===== src/hw/fam_map.svh =====
// Purpose: offsets, field positions, reset values and timing counts of the flash map block
// Assumes: byte-wide register port, 16-bit program memory address
// Notes:   definitions only
`ifndef FAM_MAP_SVH
`define FAM_MAP_SVH

// ----------------------------------------------------------------
// register offsets
// ----------------------------------------------------------------
`define FAM_OFS_CMD        2'h0
`define FAM_OFS_PAGE       2'h1
`define FAM_OFS_FREQ_HI    2'h2
`define FAM_OFS_FREQ_LO    2'h3

// ----------------------------------------------------------------
// command codes
// ----------------------------------------------------------------
`define FAM_CMD_RESET      8'h00
`define FAM_CMD_UNLOCK1    8'h73
`define FAM_CMD_UNLOCK2    8'h8c
`define FAM_CMD_PROT_SEL   8'h5e
`define FAM_CMD_PAGE_ERASE 8'h95
`define FAM_CMD_MASS_ERASE 8'h63

// ----------------------------------------------------------------
// fields and layout
// ----------------------------------------------------------------
`define FAM_PAGE_INFO_BIT  7
`define FAM_PAGE_LSB       9
`define FAM_INFO_BASE      16'hfe00
`define FAM_ID_FIRST       16'hfe40
`define FAM_ID_LAST        16'hfe53
`define FAM_ID_CHARS       20
`define FAM_ST_UNLOCKED    0
`define FAM_ST_PROT_SEL    1
`define FAM_ST_BUSY        2
`define FAM_ST_REFUSED     3
`define FAM_RESET_BYTE     8'h00
`define FAM_ERASED_BYTE    8'hff

// ----------------------------------------------------------------
// timing: one tick is 10 us, derived from the kHz value
// ----------------------------------------------------------------
`define FAM_TICK_US        10
`define FAM_TICK_DIV       (1000 / `FAM_TICK_US)
`define FAM_PROG_TIME_US   40
`define FAM_PROG_TICKS     (`FAM_PROG_TIME_US / `FAM_TICK_US)
`define FAM_PERASE_TIME_MS 10
`define FAM_MERASE_TIME_MS 200

`endif


===== src/hw/fam_pkg.sv =====
// Purpose: types shared by the flash map block and its bench
// Assumes: fam_map.svh holds the numbers
// Notes:   none
package fam_pkg;

  typedef enum logic [2:0] {
    FAM_LK_LOCKED,
    FAM_LK_CLEARED,
    FAM_LK_PAGE,
    FAM_LK_KEY1,
    FAM_LK_KEY2,
    FAM_LK_OPEN
  } fam_lock_t;

  typedef enum logic [1:0] {
    FAM_OP_NONE,
    FAM_OP_PROG,
    FAM_OP_PERASE,
    FAM_OP_MERASE
  } fam_op_t;

  // program memory request from core or debugger
  typedef struct packed {
    logic        rd;
    logic        fetch;
    logic        wr;
    logic        dbg;
    logic [15:0] addr;
    logic [7:0]  wdata;
  } fam_mem_req_t;

  // drive to the flash array macro
  typedef struct packed {
    logic        prog;
    logic        page_erase;
    logic        mass_erase;
    logic [15:0] addr;
    logic [7:0]  wdata;
  } fam_array_t;

  typedef struct packed {
    fam_lock_t   lock;
    logic        lock_dbg;
    fam_op_t     op;
    logic [7:0]  page_sel;
    logic [7:0]  protect;
    logic        prot_sel;
    logic [15:0] freq;
    logic        refused;
    logic [15:0] div_cnt;
    logic [14:0] ticks;
    logic [15:0] op_addr;
    logic [7:0]  op_data;
    logic [7:0]  reg_rdata;
    logic [7:0]  mem_rdata;
    logic [1:0]  bypass_sync;
  } fam_state_t;

endpackage


===== src/hw/fam_ctrl.sv =====
// Purpose: flash page/sector map, information overlay, unlock guard and program/erase timing
// Assumes: array reads answer combinationally on array_o.addr; option bits on the same clock
// Notes:   core stalls on busy_o while a program or erase runs
//
// The register offsets and strobed register access are this design's own decisions.
`include "fam_map.svh"
`timescale 1ns/1ps
`default_nettype none

module fam_ctrl
  import fam_pkg::*;
#(
  parameter int unsigned SECTOR_SHIFT  = 13,
  parameter int unsigned PERASE_TICKS  = (`FAM_PERASE_TIME_MS * 1000) / `FAM_TICK_US,
  parameter int unsigned MERASE_TICKS  = (`FAM_MERASE_TIME_MS * 1000) / `FAM_TICK_US,
  parameter logic [159:0] PART_ID      = {"FLASHMAP-DEMO", 56'h0}  // arbitrary value
) (
  // clock and reset
  input  wire logic         clk_i,
  input  wire logic         reset_i,
  // register port
  input  wire logic [1:0]   reg_addr_i,
  input  wire logic [7:0]   reg_wdata_i,
  input  wire logic         reg_we_i,
  input  wire logic         reg_re_i,
  input  wire logic         reg_dbg_i,
  output logic      [7:0]   reg_rdata_o,
  // program memory port
  input  wire fam_mem_req_t mem_req_i,
  output logic      [7:0]   mem_rdata_o,
  output logic              busy_o,
  // option bits and bypass pin
  input  wire logic         read_protect_i,
  input  wire logic         write_protect_i,
  input  wire logic         bypass_pin_i,
  output logic              bypass_read_ok_o,
  // flash array
  output fam_array_t        array_o,
  input  wire logic [7:0]   array_rdata_i
);

  // ----------------------------------------------------------------
  // helpers
  // ----------------------------------------------------------------
  function automatic logic [2:0] sector_of(input logic [15:0] a);
    logic [15:0] s;
    s = a >> SECTOR_SHIFT;
    return s[2:0];
  endfunction

  function automatic logic in_info(input logic [15:0] a);
    return a[15:`FAM_PAGE_LSB] == 7'(`FAM_INFO_BASE >> `FAM_PAGE_LSB);
  endfunction

  function automatic logic [7:0] info_byte(input logic [15:0] a);
    logic [15:0] idx;
    idx = a - `FAM_ID_FIRST;
    info_byte = 8'h00;
    if (a >= `FAM_ID_FIRST && a <= `FAM_ID_LAST) begin
      info_byte = PART_ID[159 - 8 * idx[4:0] -: 8];
    end
  endfunction

  // ----------------------------------------------------------------
  // state
  // ----------------------------------------------------------------
  fam_state_t q;
  fam_state_t next_q;

  logic        info_en;
  logic        bypass_on;
  logic        dbg_blocked;
  logic        guard_ok;
  logic        mem_in_page;
  logic [15:0] tick_period;
  logic [15:0] freq_div;

  assign info_en     = q.page_sel[`FAM_PAGE_INFO_BIT];
  assign bypass_on   = q.bypass_sync[1];
  assign dbg_blocked = read_protect_i && (mem_req_i.dbg || bypass_on);
  assign mem_in_page = mem_req_i.addr[15:`FAM_PAGE_LSB] == q.page_sel[6:0];
  assign freq_div    = q.freq / 16'(`FAM_TICK_DIV);
  assign tick_period = (freq_div == 16'h0) ? 16'h1 : freq_div;

  // debugger ignores sector protect and the write-protect option
  assign guard_ok = mem_req_i.dbg ||
                    (!q.protect[sector_of(mem_req_i.addr)] && !write_protect_i);

  always_comb begin
    next_q             = q;
    next_q.bypass_sync = {q.bypass_sync[0], bypass_pin_i};
    next_q.reg_rdata   = 8'h00;

    // ----------------------------------------------------------------
    // register reads
    // ----------------------------------------------------------------
    if (reg_re_i) begin
      case (reg_addr_i)
        `FAM_OFS_CMD: begin
          next_q.reg_rdata[`FAM_ST_UNLOCKED] = q.lock == FAM_LK_OPEN;
          next_q.reg_rdata[`FAM_ST_PROT_SEL] = q.prot_sel;
          next_q.reg_rdata[`FAM_ST_BUSY]     = q.op != FAM_OP_NONE;
          next_q.reg_rdata[`FAM_ST_REFUSED]  = q.refused;
        end
        `FAM_OFS_PAGE:    next_q.reg_rdata = q.prot_sel ? q.protect : q.page_sel;
        `FAM_OFS_FREQ_HI: next_q.reg_rdata = q.freq[15:8];
        `FAM_OFS_FREQ_LO: next_q.reg_rdata = q.freq[7:0];
        default:          next_q.reg_rdata = 8'h00;
      endcase
    end

    // ----------------------------------------------------------------
    // register writes and unlock sequence
    // ----------------------------------------------------------------
    if (reg_we_i) begin
      case (reg_addr_i)
        `FAM_OFS_CMD: begin
          next_q.prot_sel = reg_wdata_i == `FAM_CMD_PROT_SEL;
          next_q.lock     = FAM_LK_LOCKED;
          if (reg_wdata_i == `FAM_CMD_RESET) begin
            next_q.lock    = FAM_LK_CLEARED;
            next_q.refused = 1'b0;
          end else if (reg_wdata_i == `FAM_CMD_UNLOCK1 && q.lock == FAM_LK_PAGE) begin
            next_q.lock = FAM_LK_KEY1;
          end else if (reg_wdata_i == `FAM_CMD_UNLOCK2 && q.lock == FAM_LK_KEY1) begin
            // debugger skips the page rewrite
            next_q.lock = reg_dbg_i ? FAM_LK_OPEN : FAM_LK_KEY2;
          end else if (reg_wdata_i == `FAM_CMD_PROT_SEL) begin
            next_q.lock = q.lock == FAM_LK_CLEARED ? FAM_LK_CLEARED : FAM_LK_LOCKED;
          end else if (q.lock == FAM_LK_OPEN && q.op == FAM_OP_NONE) begin
            if (reg_wdata_i == `FAM_CMD_PAGE_ERASE) begin
              if (reg_dbg_i || (!q.protect[sector_of({q.page_sel[6:0], 9'h0})]
                                && !write_protect_i)) begin
                next_q.op      = FAM_OP_PERASE;
                next_q.op_addr = {q.page_sel[6:0], 9'h0};
                next_q.ticks   = 15'(PERASE_TICKS);
                next_q.div_cnt = 16'h0;
              end else begin
                next_q.refused = 1'b1;
              end
            end else if (reg_wdata_i == `FAM_CMD_MASS_ERASE && reg_dbg_i) begin
              next_q.op      = FAM_OP_MERASE;
              next_q.ticks   = 15'(MERASE_TICKS);
              next_q.div_cnt = 16'h0;
            end
          end
          next_q.lock_dbg = reg_dbg_i;
        end
        `FAM_OFS_PAGE: begin
          if (q.prot_sel) begin
            // user code can only add protection
            next_q.protect = reg_dbg_i ? reg_wdata_i : (q.protect | reg_wdata_i);
          end else if (q.lock == FAM_LK_OPEN && reg_dbg_i) begin
            next_q.page_sel = reg_wdata_i;
          end else begin
            next_q.page_sel = reg_wdata_i;
            if (q.lock == FAM_LK_CLEARED) begin
              next_q.lock = FAM_LK_PAGE;
            end else if (q.lock == FAM_LK_KEY2 && reg_wdata_i == q.page_sel) begin
              next_q.lock = FAM_LK_OPEN;
            end else begin
              next_q.lock = FAM_LK_LOCKED;
            end
          end
        end
        `FAM_OFS_FREQ_HI: next_q.freq[15:8] = reg_wdata_i;
        `FAM_OFS_FREQ_LO: next_q.freq[7:0]  = reg_wdata_i;
        default: ;
      endcase
    end

    // ----------------------------------------------------------------
    // program memory reads
    // ----------------------------------------------------------------
    if (mem_req_i.rd) begin
      if (dbg_blocked) begin
        next_q.mem_rdata = 8'h00;
      end else if (info_en && !mem_req_i.fetch && in_info(mem_req_i.addr)) begin
        next_q.mem_rdata = info_byte(mem_req_i.addr);
      end else begin
        next_q.mem_rdata = array_rdata_i;
      end
    end

    // ----------------------------------------------------------------
    // byte program
    // ----------------------------------------------------------------
    if (mem_req_i.wr && q.op == FAM_OP_NONE) begin
      if (info_en && in_info(mem_req_i.addr)) begin
        next_q.op = FAM_OP_NONE;
      end else if (q.lock == FAM_LK_OPEN && (mem_in_page || mem_req_i.dbg) && guard_ok) begin
        next_q.op      = FAM_OP_PROG;
        next_q.op_addr = mem_req_i.addr;
        next_q.op_data = mem_req_i.wdata;
        next_q.ticks   = 15'(`FAM_PROG_TICKS);
        next_q.div_cnt = 16'h0;
      end else if (q.lock != FAM_LK_OPEN || !guard_ok) begin
        next_q.refused = 1'b1;
      end
    end

    // ----------------------------------------------------------------
    // operation timing from the kHz value
    // ----------------------------------------------------------------
    if (q.op != FAM_OP_NONE) begin
      if (q.div_cnt >= tick_period - 16'h1) begin
        next_q.div_cnt = 16'h0;
        if (q.ticks <= 15'h1) begin
          next_q.op = FAM_OP_NONE;
          if (q.op != FAM_OP_PROG) begin
            next_q.lock = FAM_LK_LOCKED;
          end
        end else begin
          next_q.ticks = q.ticks - 15'h1;
        end
      end else begin
        next_q.div_cnt = q.div_cnt + 16'h1;
      end
    end
  end

  always_ff @(posedge clk_i) begin
    if (reset_i) begin
      q.lock        <= FAM_LK_LOCKED;
      q.lock_dbg    <= 1'b0;
      q.op          <= FAM_OP_NONE;
      q.page_sel    <= `FAM_RESET_BYTE;
      q.protect     <= `FAM_RESET_BYTE;
      q.prot_sel    <= 1'b0;
      q.freq        <= 16'h0;
      q.refused     <= 1'b0;
      q.div_cnt     <= 16'h0;
      q.ticks       <= 15'h0;
      q.op_addr     <= 16'h0;
      q.op_data     <= `FAM_ERASED_BYTE;
      q.reg_rdata   <= 8'h00;
      q.mem_rdata   <= 8'h00;
      q.bypass_sync <= 2'h0;
    end else begin
      q <= next_q;
    end
  end

  // ----------------------------------------------------------------
  // outputs
  // ----------------------------------------------------------------
  assign reg_rdata_o         = q.reg_rdata;
  assign mem_rdata_o         = q.mem_rdata;
  assign busy_o              = q.op != FAM_OP_NONE;
  assign bypass_read_ok_o    = bypass_on && !read_protect_i;
  assign array_o.prog        = q.op == FAM_OP_PROG;
  assign array_o.page_erase  = q.op == FAM_OP_PERASE;
  assign array_o.mass_erase  = q.op == FAM_OP_MERASE;
  assign array_o.addr        = (q.op != FAM_OP_NONE) ? q.op_addr : mem_req_i.addr;
  assign array_o.wdata       = q.op_data;

endmodule

`default_nettype wire


===== config.mk =====
export PLATFORM = sky130hd
export DESIGN_NAME = fam_ctrl
export DESIGN_NICKNAME = d
export VERILOG_FILES = /design/src/hw/fam_pkg.sv /design/src/hw/fam_ctrl.sv
export VERILOG_INCLUDE_DIRS = /design/src /design/src/hw
export SDC_FILE = /design/constraint.sdc
export NUM_CORES = 1
export LEC_CHECK = 0
export BUFFER_PORTS_ARGS = -buffer_cell sky130_fd_sc_hd__buf_2
export CAP_MARGIN = 20
export CORE_UTILIZATION = 55
export DETAILED_ROUTE_END_ITERATION = 8
export PLACE_DENSITY = 0.76
export SLEW_MARGIN = 20
export SYNTH_ARGS = -nofsm -noshare
export SYNTH_HDL_FRONTEND = slang
export SYNTH_SLANG_ARGS = --single-unit

===== constraint.sdc =====
create_clock -name clk_i -period 16.06 [get_ports clk_i]
set_input_delay 0.803 -clock clk_i [delete_from_list [all_inputs] [get_ports clk_i]]
set_output_delay 0.803 -clock clk_i [all_outputs]
set_load 0.01 [all_outputs]

==> results of run 1 <==
-- layer usage --
metal	up-vias	track usage	share of wire
li1	4126	-	-
met1	3875	0.370	0.45
met2	307	0.466	0.47
met3	35	0.0350	0.059
met4	0	0.111	0.023
met5	-	0	0
-- state kept, by name, summed over array words and instances (netlist names) --
name and count:
next_q 1, mem_rdata_o 8, array_o 8, q 85, bypass_on 1, reg_rdata_o 8, info_en 1
-- cell type report --
cell class / instances / area share
multi-input combinational: 915 / 0.629
inverter: 20 / 0.00815
clock inverter: 6 / 0.0105
tap: 188 / 0.0255
timing repair buffer: 103 / 0.0576
antenna: 1 / 0.000272
clock buffer: 10 / 0.0259
sequential: 112 / 0.243
-- cell usage in the layout (no fill, tap or decap), drive strengths merged, types with 5 or more instances in the layout --
master  count
a211oi     14
a21boi      5
a21o       22
a21oi      96
a22oi      15
a31oi       5
and2       13
and3       21
buf       103
clkbuf     10
dfxtp     112
ha         22
inv        21
mux2        9
mux2i      29
nand2     154
nand2b     12
nand3      31
nand3b     25
nand4       9
nor2      119
nor2b      30
nor3       29
nor3b      10
nor4       12
o211a       8
o211ai     14
o21a       12
o21ai      72
o31ai       5
or2         7
or3        11
xnor2      19
xor2       13
-- worst paths after layout --
kind	to	cells after the start
worst max-delay path	q[66]$_SDFF_PP0_	42
worst min register to register	bypass_on$_SDFF_PP0_	1
worst min-delay path	bypass_on$_SDFF_PP0_	1
worst max register to register	q[66]$_SDFF_PP0_	42
-- worst max-delay path, delay by kind of cell (launching register included) --
family,cells,cell delay [ps]
compound gates,28,6050
fa+ha+maj,2,560
buf+inv,1,460
flops,1,780
mux,3,720
simple gates,8,2150
-- report_power, final --
| part | switching [mW] | total (mW) | internal, mW |
|---|---|---|---|
| sequential | 0.00727 | 0.289 | 0.282 |
| clock | 0.110 | 0.253 | 0.143 |
| combinational | 0.148 | 0.269 | 0.121 |
-- cells by family (layout without fill, tap and decap cells) --
group,Yosys count,in the layout,share of synthesized area
compound gates,319,319,0.261
xor+xnor,32,32,0.0353
fa+ha+maj,23,23,0.0334
buf+inv,116,139,0.0653
flops,112,112,0.261
mux,42,42,0.0574
other cells,1,4,0.000437
simple gates,496,496,0.286
-- stage by stage --
step           power, mW  worst slack [ps]
6_report           0.811              5220
2_1_floorplan      0.513              7140
4_1_cts            0.815              5300
3_5_place_dp       0.563              5340
3_3_place_gp       0.558              5710
5_1_grt            0.858              4380
==> run summary, run 1 <==
finished layout cell area -> 9210 µm²
DP Cell Count -> 1338
synth top area cells -> dfxtp_1, nand2_1, a21oi_1, nor2_1, o21ai_0
Worst Setup SP -> q[87]$_SDFFE_PP0P_
H-tree depth -> 3
Slew Limit Headroom -> 0.215
post-CTS sizing -> 0
setup bufs post-CTS -> 0
DRC viols -> 0
Critical-path top delay cell -> dfxtp_1
placed cell area -> 8870 µm²
Syn Inst Count -> 1141
CTS Hold Bufs -> 0
total congestion overflow -> 0
CP arrival -> 11120 ps
most common cell in the netlist -> nand2_1
multi-input logic area -> 5790 µm²
FMAX -> 92.3 MHz
CTS root buf -> clkbuf_16
Max Slew Vio Count -> 0
outcome -> completed
top cell type by total area after synthesis -> dfxtp_1
core area -> 15200 µm²
Hold Path Class -> register to register
vias per cell -> 6.16
synth warn -> 0
Final Skew -> 13.6 ps
Sink Count -> 112
CTS tree -> yes
Post-synth EDFFs -> 0
final cell utilization of the core -> 0.606
post-synthesis area per instance -> 7.52 µm²
die height -> 127 µm
# fillers -> 1397
die span in x -> 127 µm
CTS clk-pin slew, worst paths -> 80 ps
async set-or-reset flop fraction in the synthesized netlist -> 0
mapped cell area -> 8590 µm²
Non-Filler Instances -> 1355
via count -> 8343
Most common cell on crit path -> a21o_1
Seq/Total Area, Yosys -> 0.261
worst r2r src -> q[87]$_SDFFE_PP0P_
Final Hold Viols -> 0
max_cap viols -> 0
GR Util All Layers -> 0.280
first-pass GRT wire length -> 37000 µm
worst-margin pin slew -> 1170 ps
ANT nets after route -> 0
WL final -> 22100 µm
Worst Hold Launch -> next_q[1]$_SDFF_PP0_
hpwl dp -> 16000 µm
synthesized flop and latch total -> 112
starting density of the core -> 0.565
top post-synthesis cells by count -> nand2_1, nor2_1, dfxtp_1, a21oi_1, o21ai_0
Crit Path Category -> register to register
crit path max fanout -> 24
Setup violations, final -> 0
Sequential cell area -> 2240 µm²
largest net degree at the start of global routing -> 63
GPL Wtd Cong -> 0.932
crit-path max cell delay -> 780 ps
Crit. End Element -> register
drt pass-1 iters -> 5
R2R Setup Slk -> 5220 ps
IO buf count -> 98
layout net count -> 1237
CTS Buf Count -> 9
Hold Worst Slack -> 441 ps
minimum clock period -> 10840 ps
CTS Buffer Depth -> 2
mean routed wirelength per cell -> 16.3 µm
fin crit share -> 0.675
vias in the first global route -> 7539
PwrDens -> 88.1 nW/µm²
VDD IR max -> 0.0000503 V
CP startpoint kind -> register
drt initial violations -> 737
Total Negative Setup Slacks -> 0 ps
area grow syn2layout -> 7.29%
top cell type's share of synthesized area -> 0.261
RSZ-0062 raised after global routing -> no
Clk Latency, worst-skew pair -> 360 ps
Die Area -> 16100 µm²
share of cells above drive strength 1 -> 0.150
Netlist cell types -> 103
Rows -> 45
Worst EP required -> 16340 ps
Ports -> 99
LEAKAGE -> 3.87 nW
initial antenna violation count -> 0
Post-synth top flop -> dfxtp_1
No activity file was read; power rests on OpenSTA's default activity.
==> run 2, diff against run 1 <==
--- a/config.mk
+++ b/config.mk
@@ -6,11 +6,12 @@
 export SDC_FILE = /design/constraint.sdc
 export NUM_CORES = 1
 export LEC_CHECK = 0
+export ABC_AREA = 1
 export BUFFER_PORTS_ARGS = -buffer_cell sky130_fd_sc_hd__buf_2
 export CAP_MARGIN = 20
-export CORE_UTILIZATION = 55
+export CORE_UTILIZATION = 54
 export DETAILED_ROUTE_END_ITERATION = 8
-export PLACE_DENSITY = 0.76
+export PLACE_DENSITY = 0.78
 export SLEW_MARGIN = 20
 export SYNTH_ARGS = -nofsm -noshare
 export SYNTH_HDL_FRONTEND = slang
==> constraint.sdc (replaced) <==
create_clock -name clk_i -period 8.7 [get_ports clk_i]
set_input_delay 0.435 -clock clk_i [delete_from_list [all_inputs] [get_ports clk_i]]
set_output_delay 0.435 -clock clk_i [all_outputs]
set_load 0.01 [all_outputs]
==> run 2 against run 1 <==
Maximum frequency increased by 39%. Power grew to 2.6 times the previous value. Flip-flop and latch count did not move. Wire length is 4.0% lower. Cell count grew 12%. Combinational power rose to 4.2 times the previous value. Register-to-register slack lost 4300 ps. Utilization increased by 0.44 points.
==> run summary, run 2 <==
async set-or-reset flop fraction in the synthesized netlist -> 0
LEAKAGE -> 4.13 nW
CTS root buf -> clkbuf_16
mapped cell area -> 8140 µm²
top cell type's share of synthesized area -> 0.276
crit path max fanout -> 11
FMAX -> 128 MHz
Crit. End Element -> register
share of cells above drive strength 1 -> 0.151
die span in x -> 125 µm
WL final -> 21200 µm
worst-margin pin slew -> 974 ps
CP arrival -> 8010 ps
number of flip-flops in the largest register -> 85
hpwl dp -> 15900 µm
vias in the first global route -> 7587
Setup violations, final -> 0
CTS Hold Bufs -> 0
worst flop-to-flop path endpoint -> q[44]$_SDFF_PP0_
Worst Hold End -> array_o[3]$_SDFFE_PP1P_
Worst Hold Launch -> mem_req_i[3]
CTS Buffer Depth -> 2
Largest Register -> q
Rows -> 44
CTS tree -> yes
synth warn -> 0
Clk Latency, worst-skew pair -> 360 ps
total congestion overflow -> 0
H-tree depth -> 3
leading cell type in the layout, fill and taps excluded -> nand2_1
top cell type by total area after synthesis -> dfxtp_1
Non-Filler Instances -> 1512
via count -> 8351
starting density of the core -> 0.556
VDD IR max -> 0.000283 V
post-synthesis area per instance -> 6.45 µm²
largest net degree at the start of global routing -> 57
most frequent cells in the layout -> nand2_1, inv_1, dfxtp_1
area grow syn2layout -> 9.82%
Seq/Total Area, Yosys -> 0.276
first-pass GRT wire length -> 35400 µm
vias per cell -> 5.52
total power -> 2.08 mW
crit-path max cell delay -> 450 ps
Crit Path Category -> register to register
Post-synth EDFFs -> 0
R2R Setup Slk -> 900 ps
DRC viols -> 0
CTS clk-pin slew, worst paths -> 80 ps
drt initial violations -> 694
die height -> 125 µm
ANT nets after route -> 0
top post-synthesis cells by count -> nand2_1, inv_1, dfxtp_1, o21ai_0, nor2_1
CP startpoint kind -> register
Final Hold Viols -> 0
CTS Buf Count -> 9
Syn Inst Count -> 1261
Sink Count -> 112
Ports -> 99
Critical-path top delay cell -> dfxtp_1
GR Util All Layers -> 0.276
IO buf count -> 98
layout net count -> 1399
initial antenna violation count -> 0
fin crit share -> 0.897
Total Negative Setup Slacks -> 0 ps
max_cap viols -> 0
Worst EP required -> 8910 ps
DP Cell Count -> 1493
synth top area cells -> dfxtp_1, nand2_1, inv_1, o21ai_0, a21oi_1
Hold Path Class -> primary input to register
Netlist cell types -> 51
Hold Path Stages -> 3
synthesized flop and latch total -> 112
drt pass-1 iters -> 6
Max Slew Vio Count -> 0
Final Skew -> 7.38 ps
GPL Wtd Cong -> 0.947
number of diodes -> 0
most common cell in the netlist -> nand2_1
Slew Limit Headroom -> 0.351
outcome -> completed
Most common cell on crit path -> nand2_2
worst r2r path cells -> 59
mean routed wirelength per cell -> 14.0 µm
core area -> 14600 µm²
Post-synth top flop -> dfxtp_1
worst r2r src -> q[86]$_SDFFE_PP0P_
Die Area -> 15600 µm²
minimum clock period -> 7800 ps
PwrDens -> 232 nW/µm²
## run 2: changes by cell type in the layout (fill, tap and decap cells not counted), sizes merged, moves of 25 or more
cell   before  now
inv        21  182
nand2     154  291
nand3      31   93
o21ai      72  119
nor2b      30    0
mux2i      29    0
nand4       9   34
## run 2: kinds of logic after synthesis
group	Yosys count	share of synthesized area
and+or+nand+nor	568	0.335
AOI/OAI and AO/OA	280	0.195
buffers and inverters	245	0.125
DFF	112	0.276
xor gates and xnor gates	33	0.0355
adders and majority gates	22	0.0338
other	1	0.000461
## run 2: metal layers
metal / GRT usage / up-vias / share of wire
li1: - / 4301 / -
met1: 0.358 / 3727 / 0.45
met2: 0.460 / 277 / 0.46
met3: 0.0408 / 46 / 0.053
met4: 0.106 / 0 / 0.028
met5: 0 / - / 0
## run 2: worst max-delay path by stage
stage / startpoint / end / slack, ps / cells past startpoint
floorplan: q[86]$_SDFFE_PP0P_ / q[56]$_SDFF_PP0_ / 1560 / 59
global placement: q[86]$_SDFFE_PP0P_ / q[47]$_SDFF_PP0_ / 640 / 60
detailed placement: q[86]$_SDFFE_PP0P_ / q[44]$_SDFF_PP0_ / 330 / 58
CTS: q[86]$_SDFFE_PP0P_ / q[44]$_SDFF_PP0_ / 300 / 58
global route: q[85]$_SDFFE_PP0P_ / q[47]$_SDFF_PP0_ / -30 / 60
finish: q[86]$_SDFFE_PP0P_ / q[44]$_SDFF_PP0_ / 900 / 59
## run 2: per-stage QoR
stage	utilization	setup slack, ps	hold slack (ps)	cell area, µm²
after global placement	0.587	642	389	8600
after global routing	0.610	-34.4	293	8940
after CTS	0.607	301	276	8890
after detailed placement	0.587	332	398	8600
final	0.610	898	282	8940
after floorplan	-	1560	388	8150
## run 2: power breakdown
| group | internal [mW] | switching [mW] | leakage, nW |
|---|---|---|---|
| registers | 0.522 | 0.0115 | 0.908 |
| logic | 0.376 | 0.754 | 3.08 |
| clock network | 0.201 | 0.211 | 0.140 |
## run 2: worst max-delay path, delay by kind of cell, from the launching register on
family	cells	cell delay (ps)
xor+xnor	1	170
compound gates	5	780
simple gates	45	5080
flops	1	450
fa+ha+maj	2	470
buf+inv	6	690
## run 2: layout make-up
class                   count  area (µm²)
fillers                  1445        5710
multi-input cells         906        4910
flip-flops and latches    112        2240
inverters                 186         702
repair buffers            108         566
well taps                 184         230
clock buffers               9         225
clock inverters             7        65.1
## run 2: what timing repair did
action,CTS,global route
gates resized for setup,0,4
setup buffers,0,3
endpoints found under the setup margin,0,33
